**config.mk**
```make
export PLATFORM = sky130hd
export DESIGN_NAME = pwmpt_top
export DESIGN_NICKNAME = d
export VERILOG_FILES = /design/src/design/pwmpt_pkg.sv /design/src/design/pwmpt_timebase.sv /design/src/design/pwmpt_top.sv
export SDC_FILE = /design/constraint.sdc
export NUM_CORES = 1
export LEC_CHECK = 0
export BUFFER_PORTS_ARGS = -buffer_cell sky130_fd_sc_hd__buf_2
export CAP_MARGIN = 10
export CORE_ASPECT_RATIO = 0.5
export CORE_MARGIN = 2
export CORE_UTILIZATION = 33
export CTS_CLUSTER_DIAMETER = 60
export DETAILED_ROUTE_END_ITERATION = 8
export GPL_ROUTABILITY_DRIVEN = 0
export PLACE_DENSITY_LB_ADDON = 0.08
export SETUP_SLACK_MARGIN = 0.3
export SKIP_LAST_GASP = 1
export SLEW_MARGIN = 30
export SYNTH_ARGS = -nofsm -noshare
export SYNTH_HDL_FRONTEND = slang
export SYNTH_SLANG_ARGS = --single-unit
```
**constraint.sdc**
```tcl
create_clock -name clk -period 8 [get_ports clk]
set_clock_uncertainty 0.2 [all_clocks]
set_input_delay 0.8 -clock clk [delete_from_list [all_inputs] [get_ports clk]]
set_output_delay 0.8 -clock clk [all_outputs]
set_load 0.02 [all_outputs]
```
**src/design/pwmpt_pkg.sv**
```systemverilog
// Package for the PWM phase, trigger and output control block.
// Assumes a 32-bit Avalon-MM register port with byte addresses.
package pwmpt_pkg;

  ////////////////////////////////////////////////////////////////////////////
  // Register byte offsets
  localparam int ADDR_W = 6;
  localparam logic [5:0] OFS_PRI_PHASE = 6'h00;
  localparam logic [5:0] OFS_SEC_PHASE = 6'h04;
  localparam logic [5:0] OFS_IO_CTRL = 6'h08;
  localparam logic [5:0] OFS_TRIG_CMP = 6'h0C;
  localparam logic [5:0] OFS_GEN_CTRL = 6'h10;
  localparam logic [5:0] OFS_UNLOCK = 6'h14;
  localparam logic [5:0] OFS_PERIOD = 6'h18;
  localparam logic [5:0] OFS_DUTY = 6'h1C;
  localparam logic [5:0] OFS_STATUS = 6'h20;

  ////////////////////////////////////////////////////////////////////////////
  // Field positions
  localparam int GEN_ON_BIT = 0;
  localparam int GEN_ITB_BIT = 9;
  localparam int IO_OVERRIDE_SYNC_BIT = 0;
  localparam int IO_SWAP_BIT = 1;
  localparam int IO_OVVAL_L_BIT = 6;
  localparam int IO_OVVAL_H_BIT = 7;
  localparam int IO_OVEN_L_BIT = 8;
  localparam int IO_OVEN_H_BIT = 9;
  localparam int IO_OUTPUT_PAIR_MODE_LSB = 10;
  localparam int STAT_OPEN_BIT = 16;

  ////////////////////////////////////////////////////////////////////////////
  // Reset values and unlock keys
  localparam logic [15:0] RST_PRI_PHASE = 16'h0000;
  localparam logic [15:0] RST_SEC_PHASE = 16'h0000;
  localparam logic [15:0] RST_IO_CTRL = 16'h0000;
  localparam logic [15:0] RST_TRIG_CMP = 16'h0000;
  localparam logic [15:0] RST_GEN_CTRL = 16'h0000;
  localparam logic [15:0] RST_PERIOD = 16'hFFFF;
  localparam logic [15:0] RST_DUTY = 16'h0000;
  localparam logic [15:0] UNLOCK_KEY1 = 16'hABCD;
  localparam logic [15:0] UNLOCK_KEY2 = 16'h4321;

  ////////////////////////////////////////////////////////////////////////////
  // Output pair modes and unlock states
  typedef enum logic [1:0] {
    OUTPUT_PAIR_MODE_COMPL,
    OUTPUT_PAIR_MODE_REDUN,
    OUTPUT_PAIR_MODE_PUSHPULL,
    OUTPUT_PAIR_MODE_INDEP
  } pwmpt_output_pair_mode_t;

  typedef enum logic [1:0] {
    UL_IDLE,
    UL_KEY1,
    UL_OPEN
  } pwmpt_ulk_t;

endpackage

```
**src/design/pwmpt_timebase.sv**
```systemverilog
// Up counter with period wrap and phase load, one per output time base.
// Assumes load and period come from logic on the same clock.
`timescale 1ns/1ps
module pwmpt_timebase #(
  parameter int W = 16
) (
  // Clock and reset
  input wire logic clk,
  input wire logic reset_n,
  // Control
  input wire logic run,
  input wire logic load,
  input wire logic [W-1:0] load_val,
  input wire logic [W-1:0] period,
  // Status
  output logic [W-1:0] cnt_q,
  output logic wrap
);

  assign wrap = run && (cnt_q >= period);

  always_ff @(posedge clk or negedge reset_n) begin
    if (!reset_n) begin
      cnt_q <= '0;
    end else if (!run) begin
      cnt_q <= '0;
    end else if (load) begin
      cnt_q <= load_val;
    end else if (wrap) begin
      cnt_q <= '0;
    end else begin
      cnt_q <= cnt_q + W'(1);
    end
  end

endmodule

```
**src/design/pwmpt_top.sv**
```systemverilog
// PWM generator: phase and secondary phase, output modes, swap, override
// sync, write lock and ADC trigger compare behind an Avalon-MM slave.
// Assumes pwm_write_lock is a static configuration level on this clock.
`timescale 1ns/1ps
module pwmpt_top
  import pwmpt_pkg::*;
#(
  parameter int W = 16
) (
  // Clock and reset
  input wire logic clk,
  input wire logic reset_n,
  // Avalon-MM slave
  input wire logic [pwmpt_pkg::ADDR_W-1:0] avs_address,
  input wire logic avs_read,
  input wire logic avs_write,
  input wire logic [31:0] avs_writedata,
  input wire logic [3:0] avs_byteenable,
  output logic [31:0] avs_readdata,
  output logic avs_waitrequest,
  // Configuration
  input wire logic pwm_write_lock,
  // Power stage and ADC
  output logic high_side_output,
  output logic low_side_output,
  output logic adc_trigger
);
  import pwmpt_pkg::*;

  ////////////////////////////////////////////////////////////////////////////
  // Register state
  logic [15:0] primary_phase_value_q;
  logic [15:0] secondary_phase_value_q;
  logic [15:0] output_io_control_q;
  logic [15:0] trigger_compare_value_q;
  logic [15:0] generator_control_q;
  logic [15:0] period_q;
  logic [15:0] duty_q;
  pwmpt_ulk_t unlock_q;
  logic [31:0] readdata_q;
  logic waitrequest_q;

  function automatic logic [15:0] be_merge(input logic [15:0] old_v,
                                           input logic [31:0] wd,
                                           input logic [3:0] be);
    logic [15:0] r;
    r = old_v;
    if (be[0]) begin
      r[7:0] = wd[7:0];
    end
    if (be[1]) begin
      r[15:8] = wd[15:8];
    end
    return r;
  endfunction

  ////////////////////////////////////////////////////////////////////////////
  // Bus handshake: waitrequest drops for one cycle, one cycle after request
  logic req;
  logic wr_ok;
  logic [5:0] word_addr;
  assign req = avs_read || avs_write;
  assign wr_ok = avs_write && !waitrequest_q;
  assign word_addr = {avs_address[5:2], 2'b00};

  always_ff @(posedge clk or negedge reset_n) begin
    if (!reset_n) begin
      waitrequest_q <= 1'b1;
    end else begin
      waitrequest_q <= !(req && waitrequest_q);
    end
  end

  ////////////////////////////////////////////////////////////////////////////
  // Unlock sequence for the output control register
  logic io_wr_allowed;
  assign io_wr_allowed = !pwm_write_lock || (unlock_q == UL_OPEN);

  always_ff @(posedge clk or negedge reset_n) begin
    if (!reset_n) begin
      unlock_q <= UL_IDLE;
    end else if (wr_ok && word_addr == OFS_UNLOCK) begin
      unique case (unlock_q)
        UL_IDLE: begin
          unlock_q <= (avs_writedata[15:0] == UNLOCK_KEY1) ? UL_KEY1 : UL_IDLE;
        end
        UL_KEY1: begin
          unlock_q <= (avs_writedata[15:0] == UNLOCK_KEY2) ? UL_OPEN : UL_IDLE;
        end
        UL_OPEN: begin
          unlock_q <= UL_OPEN;
        end
        default: begin
          unlock_q <= UL_IDLE;
        end
      endcase
    end else if (wr_ok && word_addr == OFS_IO_CTRL) begin
      // One unlock opens exactly one write attempt
      unlock_q <= UL_IDLE;
    end
  end

  ////////////////////////////////////////////////////////////////////////////
  // Writable registers
  always_ff @(posedge clk or negedge reset_n) begin
    if (!reset_n) begin
      primary_phase_value_q <= RST_PRI_PHASE;
      secondary_phase_value_q <= RST_SEC_PHASE;
      trigger_compare_value_q <= RST_TRIG_CMP;
      generator_control_q <= RST_GEN_CTRL;
      period_q <= RST_PERIOD;
      duty_q <= RST_DUTY;
    end else if (wr_ok) begin
      unique case (word_addr)
        OFS_PRI_PHASE: begin
          primary_phase_value_q <= be_merge(primary_phase_value_q, avs_writedata,
                                            avs_byteenable);
        end
        OFS_SEC_PHASE: begin
          secondary_phase_value_q <= be_merge(secondary_phase_value_q, avs_writedata,
                                              avs_byteenable);
        end
        OFS_TRIG_CMP: begin
          trigger_compare_value_q <= be_merge(trigger_compare_value_q, avs_writedata,
                                              avs_byteenable);
        end
        OFS_GEN_CTRL: begin
          generator_control_q <= be_merge(generator_control_q, avs_writedata,
                                          avs_byteenable);
        end
        OFS_PERIOD: begin
          period_q <= be_merge(period_q, avs_writedata, avs_byteenable);
        end
        OFS_DUTY: begin
          duty_q <= be_merge(duty_q, avs_writedata, avs_byteenable);
        end
        default: begin
        end
      endcase
    end
  end

  // Swap and override sync are not guarded against change while running;
  // software is trusted to set them before enabling.
  always_ff @(posedge clk or negedge reset_n) begin
    if (!reset_n) begin
      output_io_control_q <= RST_IO_CTRL;
    end else if (wr_ok && word_addr == OFS_IO_CTRL && io_wr_allowed) begin
      output_io_control_q <= be_merge(output_io_control_q, avs_writedata,
                                      avs_byteenable);
    end
  end

  ////////////////////////////////////////////////////////////////////////////
  // Decoded controls
  logic pwm_module_on;
  logic independent_timebase_sel;
  logic override_sync;
  logic swap;
  pwmpt_output_pair_mode_t output_pair_mode;
  logic indep;
  logic [1:0] ov_en_wr;
  logic [1:0] override_value_wr;
  assign pwm_module_on = generator_control_q[GEN_ON_BIT];
  assign independent_timebase_sel = generator_control_q[GEN_ITB_BIT];
  assign override_sync = output_io_control_q[IO_OVERRIDE_SYNC_BIT];
  assign swap = output_io_control_q[IO_SWAP_BIT];
  assign output_pair_mode = pwmpt_output_pair_mode_t'(output_io_control_q[IO_OUTPUT_PAIR_MODE_LSB +: 2]);
  assign indep = (output_pair_mode == OUTPUT_PAIR_MODE_INDEP);
  assign ov_en_wr = {output_io_control_q[IO_OVEN_H_BIT], output_io_control_q[IO_OVEN_L_BIT]};
  assign override_value_wr = {output_io_control_q[IO_OVVAL_H_BIT],
                              output_io_control_q[IO_OVVAL_L_BIT]};

  ////////////////////////////////////////////////////////////////////////////
  // Master time base and the two local time bases
  logic [W-1:0] mst_q;
  logic mst_wrap;
  assign mst_wrap = pwm_module_on && (mst_q >= period_q);

  always_ff @(posedge clk or negedge reset_n) begin
    if (!reset_n) begin
      mst_q <= '0;
    end else if (!pwm_module_on || mst_wrap) begin
      mst_q <= '0;
    end else begin
      mst_q <= mst_q + W'(1);
    end
  end

  logic [W-1:0] per_h;
  logic load_h;
  logic [W-1:0] per_l;
  logic load_l;
  logic [W-1:0] val_l;
  logic [W-1:0] cnt_h;
  logic [W-1:0] cnt_l;
  logic wrap_h;
  logic wrap_l;

  // Shared base: phase loaded at master wrap; own base: phase is the period
  assign per_h = independent_timebase_sel ? primary_phase_value_q : period_q;
  assign load_h = !independent_timebase_sel && mst_wrap;
  // Paired modes run the low base as a copy of the high one
  assign per_l = !indep ? per_h :
                 (independent_timebase_sel ? secondary_phase_value_q : period_q);
  assign load_l = !indep ? load_h : (!independent_timebase_sel && mst_wrap);
  assign val_l = indep ? secondary_phase_value_q : primary_phase_value_q;

  pwmpt_timebase #(.W(W)) u_tb_high (
    .clk(clk),
    .reset_n(reset_n),
    .run(pwm_module_on),
    .load(load_h),
    .load_val(primary_phase_value_q),
    .period(per_h),
    .cnt_q(cnt_h),
    .wrap(wrap_h)
  );

  pwmpt_timebase #(.W(W)) u_tb_low (
    .clk(clk),
    .reset_n(reset_n),
    .run(pwm_module_on),
    .load(load_l),
    .load_val(val_l),
    .period(per_l),
    .cnt_q(cnt_l),
    .wrap(wrap_l)
  );

  ////////////////////////////////////////////////////////////////////////////
  // Raw waveforms per output mode
  logic pp_q;
  logic base_h;
  logic raw_h;
  logic raw_l;
  assign base_h = pwm_module_on && (cnt_h < duty_q);

  always_ff @(posedge clk or negedge reset_n) begin
    if (!reset_n) begin
      pp_q <= 1'b0;
    end else if (!pwm_module_on) begin
      pp_q <= 1'b0;
    end else if (wrap_h) begin
      pp_q <= !pp_q;
    end
  end

  always_comb begin
    raw_h = base_h;
    raw_l = 1'b0;
    unique case (output_pair_mode)
      OUTPUT_PAIR_MODE_COMPL: begin
        raw_l = pwm_module_on && !base_h;
      end
      OUTPUT_PAIR_MODE_REDUN: begin
        raw_l = base_h;
      end
      OUTPUT_PAIR_MODE_PUSHPULL: begin
        raw_h = base_h && !pp_q;
        raw_l = base_h && pp_q;
      end
      OUTPUT_PAIR_MODE_INDEP: begin
        raw_l = pwm_module_on && (cnt_l < duty_q);
      end
    endcase
  end

  ////////////////////////////////////////////////////////////////////////////
  // Override state: held until a high time base wrap when synchronised and running
  logic [1:0] ov_en_q;
  logic [1:0] override_value_q;
  logic ov_take;
  assign ov_take = override_sync ? (wrap_h || !pwm_module_on) : 1'b1;

  always_ff @(posedge clk or negedge reset_n) begin
    if (!reset_n) begin
      ov_en_q <= 2'b00;
      override_value_q <= 2'b00;
    end else if (ov_take) begin
      ov_en_q <= ov_en_wr;
      override_value_q <= override_value_wr;
    end
  end

  logic sel_h;
  logic sel_l;
  assign sel_h = ov_en_q[1] ? override_value_q[1] : raw_h;
  assign sel_l = ov_en_q[0] ? override_value_q[0] : raw_l;

  ////////////////////////////////////////////////////////////////////////////
  // Pins and trigger, all registered
  logic high_q;
  logic low_q;
  logic trig_q;
  logic match;
  logic match_q;
  assign match = pwm_module_on && (cnt_h == trigger_compare_value_q);

  always_ff @(posedge clk or negedge reset_n) begin
    if (!reset_n) begin
      high_q <= 1'b0;
      low_q <= 1'b0;
    end else begin
      high_q <= swap ? sel_l : sel_h;
      low_q <= swap ? sel_h : sel_l;
    end
  end

  // Edge of the match, so a stalled counter cannot hold the trigger high
  always_ff @(posedge clk or negedge reset_n) begin
    if (!reset_n) begin
      match_q <= 1'b0;
      trig_q <= 1'b0;
    end else begin
      match_q <= match;
      trig_q <= match && !match_q;
    end
  end

  ////////////////////////////////////////////////////////////////////////////
  // Read data, captured in the first request cycle, while waitrequest is still high
  always_ff @(posedge clk or negedge reset_n) begin
    if (!reset_n) begin
      readdata_q <= 32'h00000000;
    end else if (avs_read && waitrequest_q) begin
      readdata_q <= 32'h00000000;
      unique case (word_addr)
        OFS_PRI_PHASE: readdata_q[15:0] <= primary_phase_value_q;
        OFS_SEC_PHASE: readdata_q[15:0] <= secondary_phase_value_q;
        OFS_IO_CTRL: readdata_q[15:0] <= output_io_control_q;
        OFS_TRIG_CMP: readdata_q[15:0] <= trigger_compare_value_q;
        OFS_GEN_CTRL: readdata_q[15:0] <= generator_control_q;
        OFS_PERIOD: readdata_q[15:0] <= period_q;
        OFS_DUTY: readdata_q[15:0] <= duty_q;
        OFS_STATUS: begin
          readdata_q[15:0] <= cnt_h;
          readdata_q[STAT_OPEN_BIT] <= (unlock_q == UL_OPEN);
        end
        default: begin
        end
      endcase
    end
  end

  assign avs_readdata = readdata_q;
  assign avs_waitrequest = waitrequest_q;
  assign high_side_output = high_q;
  assign low_side_output = low_q;
  assign adc_trigger = trig_q;

  ////////////////////////////////////////////////////////////////////////////
  // Assertions
  logic [1:0] swap_sel;
  assign swap_sel = swap ? {sel_l, sel_h} : {sel_h, sel_l};
endmodule

```
==> qor.csv <==
stage,metric,value,unit
run_status,status,completed,
placement,HPWL after DPL,29200,microns
critical_path,CP max FO,51,
clocking,post-cts sizing count,0,
finish,n_diodes,0,
pwr,Leak,6.02,nW
timing,count of final hold-check violations,0,
synthesis,Netlist cell types,62,
pwr,sequential power share,43.0,%
critical_path,crit end category,flip-flop,
critical_path,CP startpoint kind,flip-flop,
clocking,H-tree depth,4,
timing,worst slew pin tran,0.990,ns
clocking,Num CTS Buffers,17,
clocking,CTS sink count,189,
critical_path,Crit path required time,8.14,ns
synthesis,Synth warnings,0,
timing,RSZ-0062 raised after global routing,false,
placement,pre-CTS setup slack,4.15,ns
synthesis,#FFs+latches synth,189,
finish,share of layout cells above drive strength 1,11.7,%
global_route,GRT busiest layer,met1,
synthesis,Syn Area/Cell,10.0,sq um
timing,Hold WS,0.101,ns
finish,fill count,3406,
finish,Area Growth Syn to Fin,12.0,%
critical_path,CP Class,flip-flop to flip-flop,
routing,# DRC,0,
routing,WL per Instance,24.2,microns
critical_path,Max stage delay on crit path,0.44,ns
synthesis,"Top FF cell, synth",dfrtp_1,
pwr,Sw Pwr,1.07,mW
global_route,met3 Use GR,6.23,%
timing,Setup Viol. Count Final,0,
pwr,combinational power share,25.2,%
timing,Slew HR,33.8,%
pwr,Clock power frac,31.7,%
timing,final setup margin,4.46,ns
pwr,total power per unit cell area,232,nW/um^2
routing,first-pass iteration count of the detailed router,5,
critical_path,kind of cell adding the most delay to the critical path,compound AO/OA/AOI/OAI gates,
critical_path,worst path buffer plus inverter count,2,
clocking,Setup Buffers After CTS,0,
global_route,Overflow after GRT,0,
critical_path,most frequent CP cell,buf_4,
min_path,Hold Crit Class,input port to async pin,
critical_path,critical path data arrival time,3.68,ns
synthesis,Post-synth EDFFs,0,
flow_run,max-cap violations,0,
routing,Final ANT Viol Nets,0,
critical_path,worst path cell trace,buf_4 -> mux2_2 -> ha_1 -> nand2b_1 -> a21oi_1 -> o21ai_1 -> a2111oi_2 -> buf_4 -> o211ai_1 -> mux2_1,
global_route,GRT met1 Usage,35.0,%
global_route,initial antenna violation count,1,
floorplanning,Die Y,135,microns
synthesis,Post-Syn Area,11400,sq um
finish,Layout Nets,1297,
floorplanning,DIE AREA,36200,sq um
pwr,Internal,1.89,mW
floorplanning,die width,267,microns
pwr,maximum VDD drop,0.137,mV
clocking,root buffer cell,clkbuf_16,
global_route,number of global-route vias before repair,8821,
clocking,cts hold-fix bufs,0,
routing,Via density,5.57,
routing,WL final,39300,microns
clocking,CTS tree,built,
timing,Tmin final,3.54,ns
clocking,clk slew on worst S/H paths,0.08,ns
global_route,GRT Total Usage,22.4,%
placement,Port Buffer Count,47,
floorplanning,Initial Util,33.3,%
global_route,first-pass GRT wire length,58500,microns
floorplanning,I/O Pins,83,
timing,max-slew violations,0,
floorplanning,site row count,48,
routing,initial DRC count,706,
global_route,M2 GR Usage,30.1,%
floorplanning,core area,34200,sq um
timing,fmax,282,MHz
synthesis,post-synthesis sequential area ratio,41.6,%
clocking,worst skew pair latency,0.46,ns
pwr,Tot Pwr,2.97,mW
global_route,largest net degree at the start of global routing,75,
routing,routed via count,9077,
synthesis,cells after synthesis,1139,
critical_path,Worst path slowest cell,buf_4,
timing,Tcrit/Tclk final,44.3,%
timing,post-route setup TNS,0,ns
synthesis,asr flop ratio synth,100,%
clocking,Max Root-Sink Buffers,2,
pwr,Net Sw Frac,36.2,%
-- registers in the layout, summed over array words and instances (netlist names), 16 cells and up --
signal                   cells
avs_readdata                17
duty_q                      16
generator_control_q         16
mst_q                       16
output_io_control_q         16
period_q                    16
primary_phase_value_q       16
secondary_phase_value_q     16
trigger_compare_value_q     16
u_tb_high.cnt_q             16
u_tb_low.cnt_q              16
-- synthesized netlist by cell type (8+ instances only) --
master,n,area share (%)
nor3_1,13,0.57
o211ai_1,11,0.72
buf_4,15,0.99
xnor2_1,24,1.8
dfstp_2,17,3.9
nand2b_1,8,0.44
clkbuf_1,39,1.3
mux2_1,96,9.5
mux2i_1,24,2.1
buf_2,14,0.61
or3_1,9,0.49
a21oi_1,61,2.7
nor2_1,57,1.9
a22oi_1,65,4.3
o21ai_1,45,2.0
nand2_1,105,3.5
o31ai_1,8,0.53
xor2_1,34,2.6
inv_1,49,1.6
o21ai_0,12,0.53
nand4_1,34,1.9
and3_1,12,0.66
dfrtp_1,172,38
ha_1,84,9.2
nand3_1,34,1.5
a21o_1,11,0.72
a22o_1,17,1.3
-- placed cells by master, fill, tap and decap left out, types with 4 or more instances in the layout --
cell type,n
clkbuf_16,17
nor2_1,53
nand4_1,34
dfrtp_1,172
nor3_1,9
nand3_1,34
a21o_1,11
a22o_1,17
a21oi_1,61
inv_1,49
nor4_1,6
xnor2_1,24
ha_1,84
conb_1,15
and4_1,5
buf_2,46
nand2_1,105
nor2b_1,4
nor2_4,4
nand2b_1,8
mux2i_1,24
mux2_1,96
o31ai_1,8
a22oi_1,65
dfstp_2,17
buf_4,15
and3_1,12
o211ai_1,11
a211oi_1,6
o21ai_1,44
o21ai_0,12
xor2_1,34
or3_1,9
-- per-layer routing --
layer  vias up  wire [microns]  share of wire, %
met5         -               0                 0
met4         0             316              0.80
met3        18            3030               7.7
li1       4184               -                 -
met2       249           15500                39
met1      4626           20500                52
-- through the flow --
step           std cells  area [sq um]  utilization, %
6_report            1629         12800            37.3
5_1_grt             1629         12800            37.3
4_1_cts             1629         12800            37.3
3_5_place_dp        1597         12100            35.4
3_3_place_gp        1597         12100            35.4
2_1_floorplan       1153         11500               -
-- final timing paths --
path,startpoint,end,slack (ns),depth (start not counted)
setup reg to reg,generator_control_q[9]$_DFFE_PN0P_,ov_en_q[0]$_DFFE_PN0P_,4.46,10
max in group asynchronous,reset_n,generator_control_q[4]$_DFFE_PN0P_,6.45,2
min in group clk,match_q$_DFF_PN0_,adc_trigger$_DFF_PN0_,0.21,1
hold reg to reg,match_q$_DFF_PN0_,adc_trigger$_DFF_PN0_,0.21,1
hold / removal,reset_n,mst_q[13]$_DFF_PN0_,0.10,1
setup / recovery,generator_control_q[9]$_DFFE_PN0P_,ov_en_q[0]$_DFFE_PN0P_,4.46,10
-- logic make-up after synthesis --
group	count (synthesis)	share of synthesized area (%)
AOI/OAI and AO/OA	257	14.8
xor gates and xnor gates	58	4.45
adders and majority gates	84	9.21
buffers and inverters	121	4.63
DFF	189	41.6
muxes	121	11.7
other	1	0.0329
and+or+nand+nor	308	13.5
-- power by group through the flow --
| stage | sequential (mW) | combinational (mW) | clock, mW |
|---|---|---|---|
| global placement | 1.29 | 0.720 | 0 |
| global route | 1.29 | 0.837 | 0.990 |
| floorplan | 1.22 | 0.488 | 0 |
| detailed placement | 1.29 | 0.742 | 0 |
| CTS | 1.27 | 0.744 | 0.954 |
| finish | 1.28 | 0.749 | 0.940 |
-- final cells by class --
| cell class | count | area [sq um] | share of cell area (%) |
|---|---|---|---|
| Multi-Input combinational cell | 843 | 6260 | 49.0 |
| Clock inverter | 12 | 174 | 1.36 |
| Clock buffer | 20 | 457 | 3.57 |
| Tap cell | 450 | 563 | 4.41 |
| Inverter | 51 | 191 | 1.50 |
| Sequential cell | 189 | 4750 | 37.2 |
| Timing Repair Buffer | 64 | 379 | 2.97 |
No activity file was read; power rests on OpenSTA's default activity.
